**src/uaar_defines.svh**
```systemverilog
// Purpose: constants of the address recognition UART receiver
// Assumes: 25 MHz clock, 16x oversampled receive
// Notes: offsets are register indices on the plain register port
`ifndef UAAR_DEFINES_SVH
`define UAAR_DEFINES_SVH
`define UAAR_OFF_SLAVE_ADDR 8'hA9
`define UAAR_OFF_SLAVE_MASK 8'hB9
`define UAAR_OFF_CTRL 8'hC0
`define UAAR_OFF_STATUS 8'hC1
`define UAAR_OFF_BUF 8'hC2
`define UAAR_OFF_IRQ_STAT 8'hC4
`define UAAR_OFF_IRQ_EN 8'hC5
`define UAAR_OFF_IRQ_CLR 8'hC6
`define UAAR_RST_ADDR 8'h00
`define UAAR_RST_MASK 8'h00
`define UAAR_RST_DIV 16'h000C
`define UAAR_CTRL_MPE 0
`define UAAR_CTRL_REN 1
`define UAAR_CTRL_M0 2
`define UAAR_CTRL_M1 3
`define UAAR_ST_DONE 0
`define UAAR_ST_NINTH 1
`define UAAR_ST_FE 2
`define UAAR_EV_DONE 0
`define UAAR_EV_FE 1
`define UAAR_EV_DROP 2
`define UAAR_OVS_LAST 4'hF
`define UAAR_OVS_MID 4'h7
`define UAAR_DATA_BITS 4'h8
`endif

```
**src/uaar_pkg.sv**
```systemverilog
// Purpose: shared types of the address recognition UART receiver
// Assumes: nothing beyond the defines header
// Notes: frame modes follow the usual four-mode serial port
package uaar_pkg;
  typedef enum logic [1:0]
  {
    UAAR_MODE_SYNC,
    UAAR_MODE_TEN,
    UAAR_MODE_NINE_FIX,
    UAAR_MODE_NINE_VAR
  } uaar_mode_e;

  typedef struct packed
  {
    logic valid;
    logic [7:0] data;
    logic ninth;
    logic stop_ok;
  } uaar_frame_s;

  typedef struct packed
  {
    logic [7:0] addr;
    logic [7:0] mask;
  } uaar_match_cfg_s;
endpackage

```
**src/uaar_match.sv**
```systemverilog
// Purpose: given and broadcast address comparison
// Assumes: pure combinational, same clock as caller
// Notes: zero mask means every byte matches
`timescale 1ns/1ps
`default_nettype none
module uaar_match
  import uaar_pkg::*;
(
  // Configuration and byte
  input wire uaar_match_cfg_s cfg,
  input wire logic [7:0] rx_byte,
  // Result
  output logic hit
);
  logic [7:0] bcast_care;
  logic given_hit;
  logic bcast_hit;

  always_comb
  begin
    given_hit = ((rx_byte ^ cfg.addr) & cfg.mask) == 8'h00;
    bcast_care = cfg.addr | cfg.mask;
    bcast_hit = ((rx_byte ^ bcast_care) & bcast_care) == 8'h00;
    hit = given_hit | bcast_hit;
  end
endmodule
`default_nettype wire

```
**src/uaar_rx.sv**
```systemverilog
// Purpose: asynchronous frame receiver, 16x oversampled, 2 of 3 vote
// Assumes: rxd already synchronised by the caller
// Notes: emits one frame pulse per frame, stop bit reported separately
`timescale 1ns/1ps
`default_nettype none
`include "uaar_defines.svh"
module uaar_rx
  import uaar_pkg::*;
(
  // Clock and reset
  input wire logic clk,
  input wire logic rst_b,
  input wire logic ce,
  // Control
  input wire logic enable,
  input wire logic nine_bit,
  input wire logic tick16,
  input wire logic rxd,
  // Frame out
  output uaar_frame_s frame
);
  typedef enum logic [1:0] {S_IDLE, S_START, S_BITS, S_STOP} uaar_rxst_e;
  typedef struct packed
  {
    uaar_rxst_e st;
    logic [3:0] ovs;
    logic [3:0] nbit;
    logic [8:0] shf;
    logic [2:0] smp;
    logic prev;
    uaar_frame_s fr;
  } uaar_rx_s;

  uaar_rx_s r_q;
  uaar_rx_s r_d;
  logic vote;

  always_comb
  begin
    r_d = r_q;
    r_d.fr.valid = 1'b0;
    vote = (r_q.smp[0] & r_q.smp[1]) | (r_q.smp[1] & r_q.smp[2]) |
      (r_q.smp[0] & r_q.smp[2]);
    if (tick16)
    begin
      r_d.prev = rxd;
      r_d.ovs = r_q.ovs + 4'h1;
      // Samples at states 7, 8 and 9 of the bit
      if (r_q.ovs >= `UAAR_OVS_MID && r_q.ovs <= `UAAR_OVS_MID + 4'h2)
        r_d.smp = {r_q.smp[1:0], rxd};
      case (r_q.st)
        S_IDLE:
        begin
          // Falling edge realigns the oversample counter
          if (enable && r_q.prev && !rxd)
          begin
            r_d.st = S_START;
            r_d.ovs = 4'h1;
          end
        end
        S_START:
        begin
          if (r_q.ovs == `UAAR_OVS_LAST)
          begin
            r_d.st = vote ? S_IDLE : S_BITS;
            r_d.nbit = 4'h0;
          end
        end
        S_BITS:
        begin
          if (r_q.ovs == `UAAR_OVS_LAST)
          begin
            r_d.shf = {vote, r_q.shf[8:1]};
            r_d.nbit = r_q.nbit + 4'h1;
            if (r_q.nbit == (nine_bit ? `UAAR_DATA_BITS : 4'h7))
              r_d.st = S_STOP;
          end
        end
        S_STOP:
        begin
          // Frame ends in the middle of the stop bit
          if (r_q.ovs == `UAAR_OVS_MID + 4'h3)
          begin
            r_d.st = S_IDLE;
            r_d.fr.valid = 1'b1;
            r_d.fr.stop_ok = vote;
            r_d.fr.data = nine_bit ? r_q.shf[7:0] : r_q.shf[8:1];
            r_d.fr.ninth = nine_bit ? r_q.shf[8] : vote;
          end
        end
        default:
          r_d.st = S_IDLE;
      endcase
    end
  end

  always_ff @(posedge clk or negedge rst_b)
  begin
    if (!rst_b)
    begin
      r_q <= '0;
      r_q.prev <= 1'b1;
    end
    else if (ce)
      r_q <= r_d;
  end

  assign frame = r_q.fr;
endmodule
`default_nettype wire

```
**src/uaar_top.sv**
```systemverilog
// Purpose: UART receiver with automatic multiprocessor address recognition
// Assumes: single 25 MHz clock, plain register port, rxd from a pin
// Notes: baud divisor sets the 16x sample tick
//
// Local design decision: the strobed register port.
`timescale 1ns/1ps
`default_nettype none
`include "uaar_defines.svh"
// What this block does
// - Ninth bit high marks address frames
// - Multiproc mode: done only on address match
// - Ten-bit mode uses stop bit as ninth
// - Multiproc off: every frame sets done, except in sync mode
// - Given address compares only masked bits
// - Broadcast address is address OR mask
// - Hardware compares every address byte
// - Address at A9h, mask at B9h
// - Both registers reset to zero
// - Load only if done clear and allowed
// - Ninth bit, or stop bit in ten-bit mode, to ninth; data to buffer
module uaar_top
  import uaar_pkg::*;
(
  // Clock and reset
  input wire logic clk,
  input wire logic rst_b,
  input wire logic ce,
  // Register port
  input wire logic [7:0] reg_addr,
  input wire logic [7:0] reg_wdata,
  input wire logic reg_wr,
  input wire logic reg_rd,
  output logic [7:0] reg_rdata,
  // Serial line
  input wire logic rxd,
  // Status outputs
  output logic rx_done_flag,
  output logic irq
);
  typedef struct packed
  {
    logic [1:0] rxd_sync;
    uaar_match_cfg_s cfg;
    logic multiproc_enable;
    logic rx_en;
    uaar_mode_e mode;
    logic [15:0] div;
    logic [15:0] div_cnt;
    logic tick16;
    logic rx_done_flag;
    logic rx_ninth_bit;
    logic frame_err;
    logic [7:0] serial_buffer;
    logic [2:0] irq_stat;
    logic [2:0] irq_en;
    logic [7:0] rdata;
    logic irq;
  } uaar_top_s;

  uaar_top_s s_q;
  uaar_top_s s_d;
  uaar_frame_s frame;
  logic hit;
  logic nine_bit;
  logic accept;
  logic filt_ok;
  logic [2:0] ev;

  assign nine_bit = (s_q.mode == UAAR_MODE_NINE_FIX) ||
    (s_q.mode == UAAR_MODE_NINE_VAR);

  uaar_rx u_rx
  (
    .clk(clk),
    .rst_b(rst_b),
    .ce(ce),
    .enable(s_q.rx_en),
    .nine_bit(nine_bit),
    .tick16(s_q.tick16),
    .rxd(s_q.rxd_sync[1]),
    .frame(frame)
  );

  uaar_match u_match
  (
    .cfg(s_q.cfg),
    .rx_byte(frame.data),
    .hit(hit)
  );

  always_comb
  begin
    s_d = s_q;
    // Two flops before the receiver sees the pin
    s_d.rxd_sync = {s_q.rxd_sync[0], rxd};
    s_d.tick16 = 1'b0;
    if (s_q.div_cnt == 16'h0000)
    begin
      s_d.div_cnt = s_q.div;
      s_d.tick16 = 1'b1;
    end
    else
      s_d.div_cnt = s_q.div_cnt - 16'h0001;

    filt_ok = !s_q.multiproc_enable || (frame.ninth && hit);
    accept = frame.valid && !s_q.rx_done_flag && filt_ok &&
      s_q.mode != UAAR_MODE_SYNC;
    ev = 3'h0;
    if (accept)
    begin
      s_d.serial_buffer = frame.data;
      s_d.rx_ninth_bit = frame.ninth;
      s_d.rx_done_flag = 1'b1;
      ev[`UAAR_EV_DONE] = 1'b1;
    end
    // Drop event only when a wanted frame meets a done flag still set
    else if (frame.valid && filt_ok && s_q.rx_done_flag)
      ev[`UAAR_EV_DROP] = 1'b1;
    if (frame.valid && !frame.stop_ok)
    begin
      s_d.frame_err = 1'b1;
      ev[`UAAR_EV_FE] = 1'b1;
    end

    s_d.rdata = 8'h00;
    if (reg_wr)
    begin
      case (reg_addr)
        `UAAR_OFF_SLAVE_ADDR: s_d.cfg.addr = reg_wdata;
        `UAAR_OFF_SLAVE_MASK: s_d.cfg.mask = reg_wdata;
        `UAAR_OFF_CTRL:
        begin
          s_d.multiproc_enable = reg_wdata[`UAAR_CTRL_MPE];
          s_d.rx_en = reg_wdata[`UAAR_CTRL_REN];
          s_d.mode = uaar_mode_e'(reg_wdata[`UAAR_CTRL_M1:`UAAR_CTRL_M0]);
        end
        `UAAR_OFF_STATUS:
        begin
          // Write one to clear; a same-cycle event wins
          if (reg_wdata[`UAAR_ST_DONE] && !accept)
            s_d.rx_done_flag = 1'b0;
          if (reg_wdata[`UAAR_ST_FE] && !ev[`UAAR_EV_FE])
            s_d.frame_err = 1'b0;
        end
        `UAAR_OFF_BUF: s_d.div[7:0] = reg_wdata;
        `UAAR_OFF_BUF + 8'h01: s_d.div[15:8] = reg_wdata;
        `UAAR_OFF_IRQ_EN: s_d.irq_en = reg_wdata[2:0];
        `UAAR_OFF_IRQ_CLR: s_d.irq_stat = s_q.irq_stat & ~reg_wdata[2:0];
        default: ;
      endcase
    end
    s_d.irq_stat = s_d.irq_stat | ev;
    if (reg_rd)
    begin
      case (reg_addr)
        `UAAR_OFF_SLAVE_ADDR: s_d.rdata = s_q.cfg.addr;
        `UAAR_OFF_SLAVE_MASK: s_d.rdata = s_q.cfg.mask;
        `UAAR_OFF_CTRL:
          s_d.rdata = {4'h0, s_q.mode, s_q.rx_en, s_q.multiproc_enable};
        `UAAR_OFF_STATUS:
          s_d.rdata = {5'h00, s_q.frame_err, s_q.rx_ninth_bit,
            s_q.rx_done_flag};
        `UAAR_OFF_BUF: s_d.rdata = s_q.serial_buffer;
        `UAAR_OFF_BUF + 8'h01: s_d.rdata = s_q.div[15:8];
        `UAAR_OFF_IRQ_STAT: s_d.rdata = {5'h00, s_q.irq_stat};
        `UAAR_OFF_IRQ_EN: s_d.rdata = {5'h00, s_q.irq_en};
        default: s_d.rdata = 8'h00;
      endcase
    end
    s_d.irq = |(s_d.irq_stat & s_d.irq_en);
  end

  always_ff @(posedge clk or negedge rst_b)
  begin
    if (!rst_b)
    begin
      s_q <= '0;
      s_q.rxd_sync <= 2'b11;
      s_q.cfg.addr <= `UAAR_RST_ADDR;
      s_q.cfg.mask <= `UAAR_RST_MASK;
      s_q.div <= `UAAR_RST_DIV;
    end
    else if (ce)
      s_q <= s_d;
  end

  assign reg_rdata = s_q.rdata;
  assign rx_done_flag = s_q.rx_done_flag;
  assign irq = s_q.irq;
endmodule
`default_nettype wire

```
**config.mk**
```make
export PLATFORM = sky130hd
export DESIGN_NAME = uaar_top
export DESIGN_NICKNAME = d
export VERILOG_FILES = /design/src/uaar_pkg.sv /design/src/uaar_match.sv /design/src/uaar_rx.sv /design/src/uaar_top.sv
export VERILOG_INCLUDE_DIRS = /design/src
export SDC_FILE = /design/constraint.sdc
export NUM_CORES = 1
export LEC_CHECK = 0
export BUFFER_PORTS_ARGS = -buffer_cell sky130_fd_sc_hd__buf_4
export CORE_ASPECT_RATIO = 1.4
export CORE_MARGIN = 2
export CORE_UTILIZATION = 40
export CTS_BUF_LIST = sky130_fd_sc_hd__clkbuf_2
export DETAILED_ROUTE_END_ITERATION = 16
export PLACE_DENSITY = 0.64
export SLEW_MARGIN = 5
export SYNTH_ARGS = -nofsm -noshare
export SYNTH_HDL_FRONTEND = slang
export SYNTH_SLANG_ARGS = --single-unit
```
**constraint.sdc**
```tcl
create_clock -name clk -period 3.1 [get_ports clk]
set_input_delay 0.62 -clock clk [delete_from_list [all_inputs] [get_ports clk]]
set_output_delay 0.62 -clock clk [all_outputs]
set_load 0.02 [all_outputs]
```
==> metrics.md <==
| Metric | Value |
|---|---|
| Die span in y | 148 microns |
| Critical Path RT | approximately 3.6 ns |
| Setup TNS | 0 ns |
| Post-synth EDFFs | 0 |
| Max frequency | approximately 430 MHz |
| Routability cong. | 0.876 |
| Most common cell after layout, fill and taps aside | dfrtp_1 |
| Die ar. | about 0.016 sq mm |
| Non-filler cells, final | 781 |
| I/O pin total | 32 |
| Worst Hold End | s_d[80] |
| Fin crit share | 75.6% |
| Kind of critical path | reg2reg |
| Final setup viols | 0 |
| Syn Area/Cell | 10.7 sq um |
| Initial antenna violation count | 1 |
| Yosys cell types | 62 |
| Final Core Density | 44.8% |
| Layout cells sized above 1 | 25.4% |
| Vias per inst | 5.57 |
| Yosys reg bits | 115 |
| Clock latency on the worst-skew pair | 0.63 ns |
| Clock slew at reported path FFs | 0.16 ns |
| Met3 usage | 4.45% |
| Clock Path Buffers | 2 |
| Max incr delay on CP | 0.73 ns |
| Slew Limit Fails | 0 |
| Congestion Overflow GR | 0 |
| Post-synth top flop | dfrtp_1 |
| Initial Utilization | 41.0% |
| Core Box Area | between 0.01 and 0.015 sq mm |
| Sequential area share after synthesis | 48.7% |
| Width of the die | 107 microns |
| Synth-to-Final Area Change | 9.06% |
| Global-route wire length before repair | 22700 microns |
| Num CTS Buffers | 17 |
| RSZ-0062 raised after global routing | false |
| Wirelength per Cell | roughly 18 microns |
| M2 GR Usage | 33.6% |
| Hold_sp | rxd |
| Vias in the first global route | roughly 4500 |
| Syn Inst Count | 553 |
| Final Hold Fails | 0 |
| # DRC | 0 |
| Asr flop ratio synth | 100% |
| CP arrival | around 2.8 ns |
| Slowest-stage cell, CP | or3_1 |
| Worst-path cell chain | or4_4 > or3_1 > nand2_1 > o2bb2a_1 > o21ai_0 |
| Cts repair resizes | 0 |
| Clock root buffer | clkbuf_2 |
| Most frequent cells in the layout | dfrtp_1, mux2_2, nor2_1, a21oi_1, nand2_1 |
| Fillers | about 1400 |
| Origin of the critical flop-to-flop path | s_q[39] |
| Min-Delay Path Depth | 2 |
| Worst-Margin Slew | between 0.7 and 0.8 ns |
| CTS H-tree lvls | 4 |
| Status | complete, no violations |
| Synth warnings | 0 |
| Period minus WS final | 2.34 ns |
| DRT iter0 DRCs | 383 |
| Total wire length after detailed routing | approximately 14000 microns |
| Grt met1 use | 21.0% |
| Gr busiest metal | met2 |
| DP Cell Count | 749 |
| R2R setup slack | 0.76 ns |
| Post-DP HPWL | 10300 microns |
| Antenna Nets Post-Route | 0 |
| Total global-route track usage | between 10% and 20% |
| Largest net degree at the start of global routing | 54 |
| TritonCTS clock tree | done |
| Clk_skew | 0.0260 ns |
| Via count | approximately 4300 |
| Site row count | 52 |
| Syn Nets | about 590 |
| Port bufs | 31 |
| Drt first pass iters | 7 |
| Hold WS | roughly 0.25 ns |
| Clk sinks | 115 |
| Maximum VDD drop | 283 uV |
| RR Endpoint | s_q[42] |
| Lkg Pwr | ~3 nW |
| CP endpoint kind | flip-flop |
| Pwr Density | 439 mW/mm^2 |
| MaxCap Viol Count | 0 |
| HP Class | in2reg |
| Synthesized cell area | 0.00593 sq mm |
| CP Max Fanout | 25 |
| Rel. slew slack | 47.0% |
| Nets | 613 |
| Type of origin of the critical path | flip-flop |
| Length in cells of the worst reg-to-reg path | 5 |
==> sequential cells by signal, summed over array words and instances (netlist names), named ones only <==
name          cells
s_d               1
reg_rdata         8
u_rx.r_q         22
u_rx.frame       11
irq               1
s_q              70
rx_done_flag      1
==> per-stage QoR <==
| step | cell area [sq um] | worst slack [ns] | power (W) |
|---|---|---|---|
| 2_1_floorplan | 5930 | 0.811 | 0.00193 |
| 5_1_grt | 6460 | 0.638 | 0.00300 |
| 3_3_place_gp | 6280 | 0.719 | 0.00206 |
| 3_5_place_dp | 6280 | 0.622 | 0.00208 |
| 6_report | 6460 | 0.756 | 0.00284 |
| 4_1_cts | 6460 | 0.762 | 0.00287 |
==> report_power, final <==
part / total (W) / internal [W] / switching [W]
logic: 0.000338 / 0.000141 / 0.000198
registers: 0.00172 / 0.00160 / 0.000116
clock network: 0.000783 / 0.000263 / 0.000520
==> worst max path at each step <==
stage / from / to / slack, ns / depth (start not counted)
floorplan: reg_addr[4] / s_q[52] / 0.81 / 8
global placement: reg_addr[2] / s_q[63] / 0.72 / 6
detailed placement: reg_addr[2] / s_q[69] / 0.62 / 6
CTS: s_q[39] / s_q[42] / 0.76 / 5
global route: s_q[39] / s_q[42] / 0.64 / 5
finish: s_q[39] / s_q[42] / 0.76 / 5
==> metal layers <==
metal / vias up / routed length (microns) / share of wire, %
li1: 2064 / - / -
met1: 2172 / 5550 / 40
met2: 88 / 7450 / 54
met3: 23 / 526 / 3.8
met4: 0 / 300 / 2.2
met5: - / 0 / 0
==> cells by family after synthesis <==
group / synth area share [%]
simple gates: 13.1
compound gates: 13.8
flops: 48.7
mux: 16.6
buf+inv: 4.12
fa+ha+maj: 2.49
xor+xnor: 1.18
==> synth_stat cells, types with 4 or more instances <==
cell / number / area share (%)
and3_1: 5 / 0.53
or2_2: 4 / 0.42
nand3_1: 16 / 1.4
dfrtp_1: 110 / 46
dfstp_2: 5 / 2.2
a21oi_1: 41 / 3.5
nand2_1: 39 / 2.5
clkbuf_1: 14 / 0.89
a22o_1: 5 / 0.74
buf_4: 9 / 1.1
ha_1: 11 / 2.3
mux2_2: 68 / 13
o2bb2ai_1: 9 / 1.3
inv_1: 15 / 0.95
xor2_1: 8 / 1.2
nor3_1: 9 / 0.76
o21ai_0: 30 / 2.5
o22ai_1: 10 / 1.1
nor3b_1: 4 / 0.51
nor2_1: 44 / 2.8
a22oi_1: 5 / 0.63
mux2i_1: 22 / 3.7
a221oi_1: 6 / 0.89
==> layout make-up <==
cell class / instances / area (sq um) / area share [%]
tap: 189 / 236 / 3.66
clock inverter: 11 / 71.3 / 1.10
multi-input combinational: 390 / 2800 / 43.3
timing repair buffer: 40 / 315 / 4.88
inverter: 16 / 60.1 / 0.929
antenna: 1 / 2.50 / 0.0387
sequential: 115 / 2880 / 44.6
clock buffer: 19 / 95.1 / 1.47
==> critical path: cells and delay by family, from the launching register on <==
| family | cells | cell delay [ns] |
|---|---|---|
| AO/OA/AOI/OAI | 2 | 0.24 |
| AND/OR/NAND/NOR | 3 | 1.50 |
| flip-flops | 1 | 0.48 |
==> timing repair <==
item,4_1_cts,5_1_grt
hold buffers,1,0
endpoints found under the hold margin,35,0
setup buffers,0,0
(Power assumes the default switching activity.)
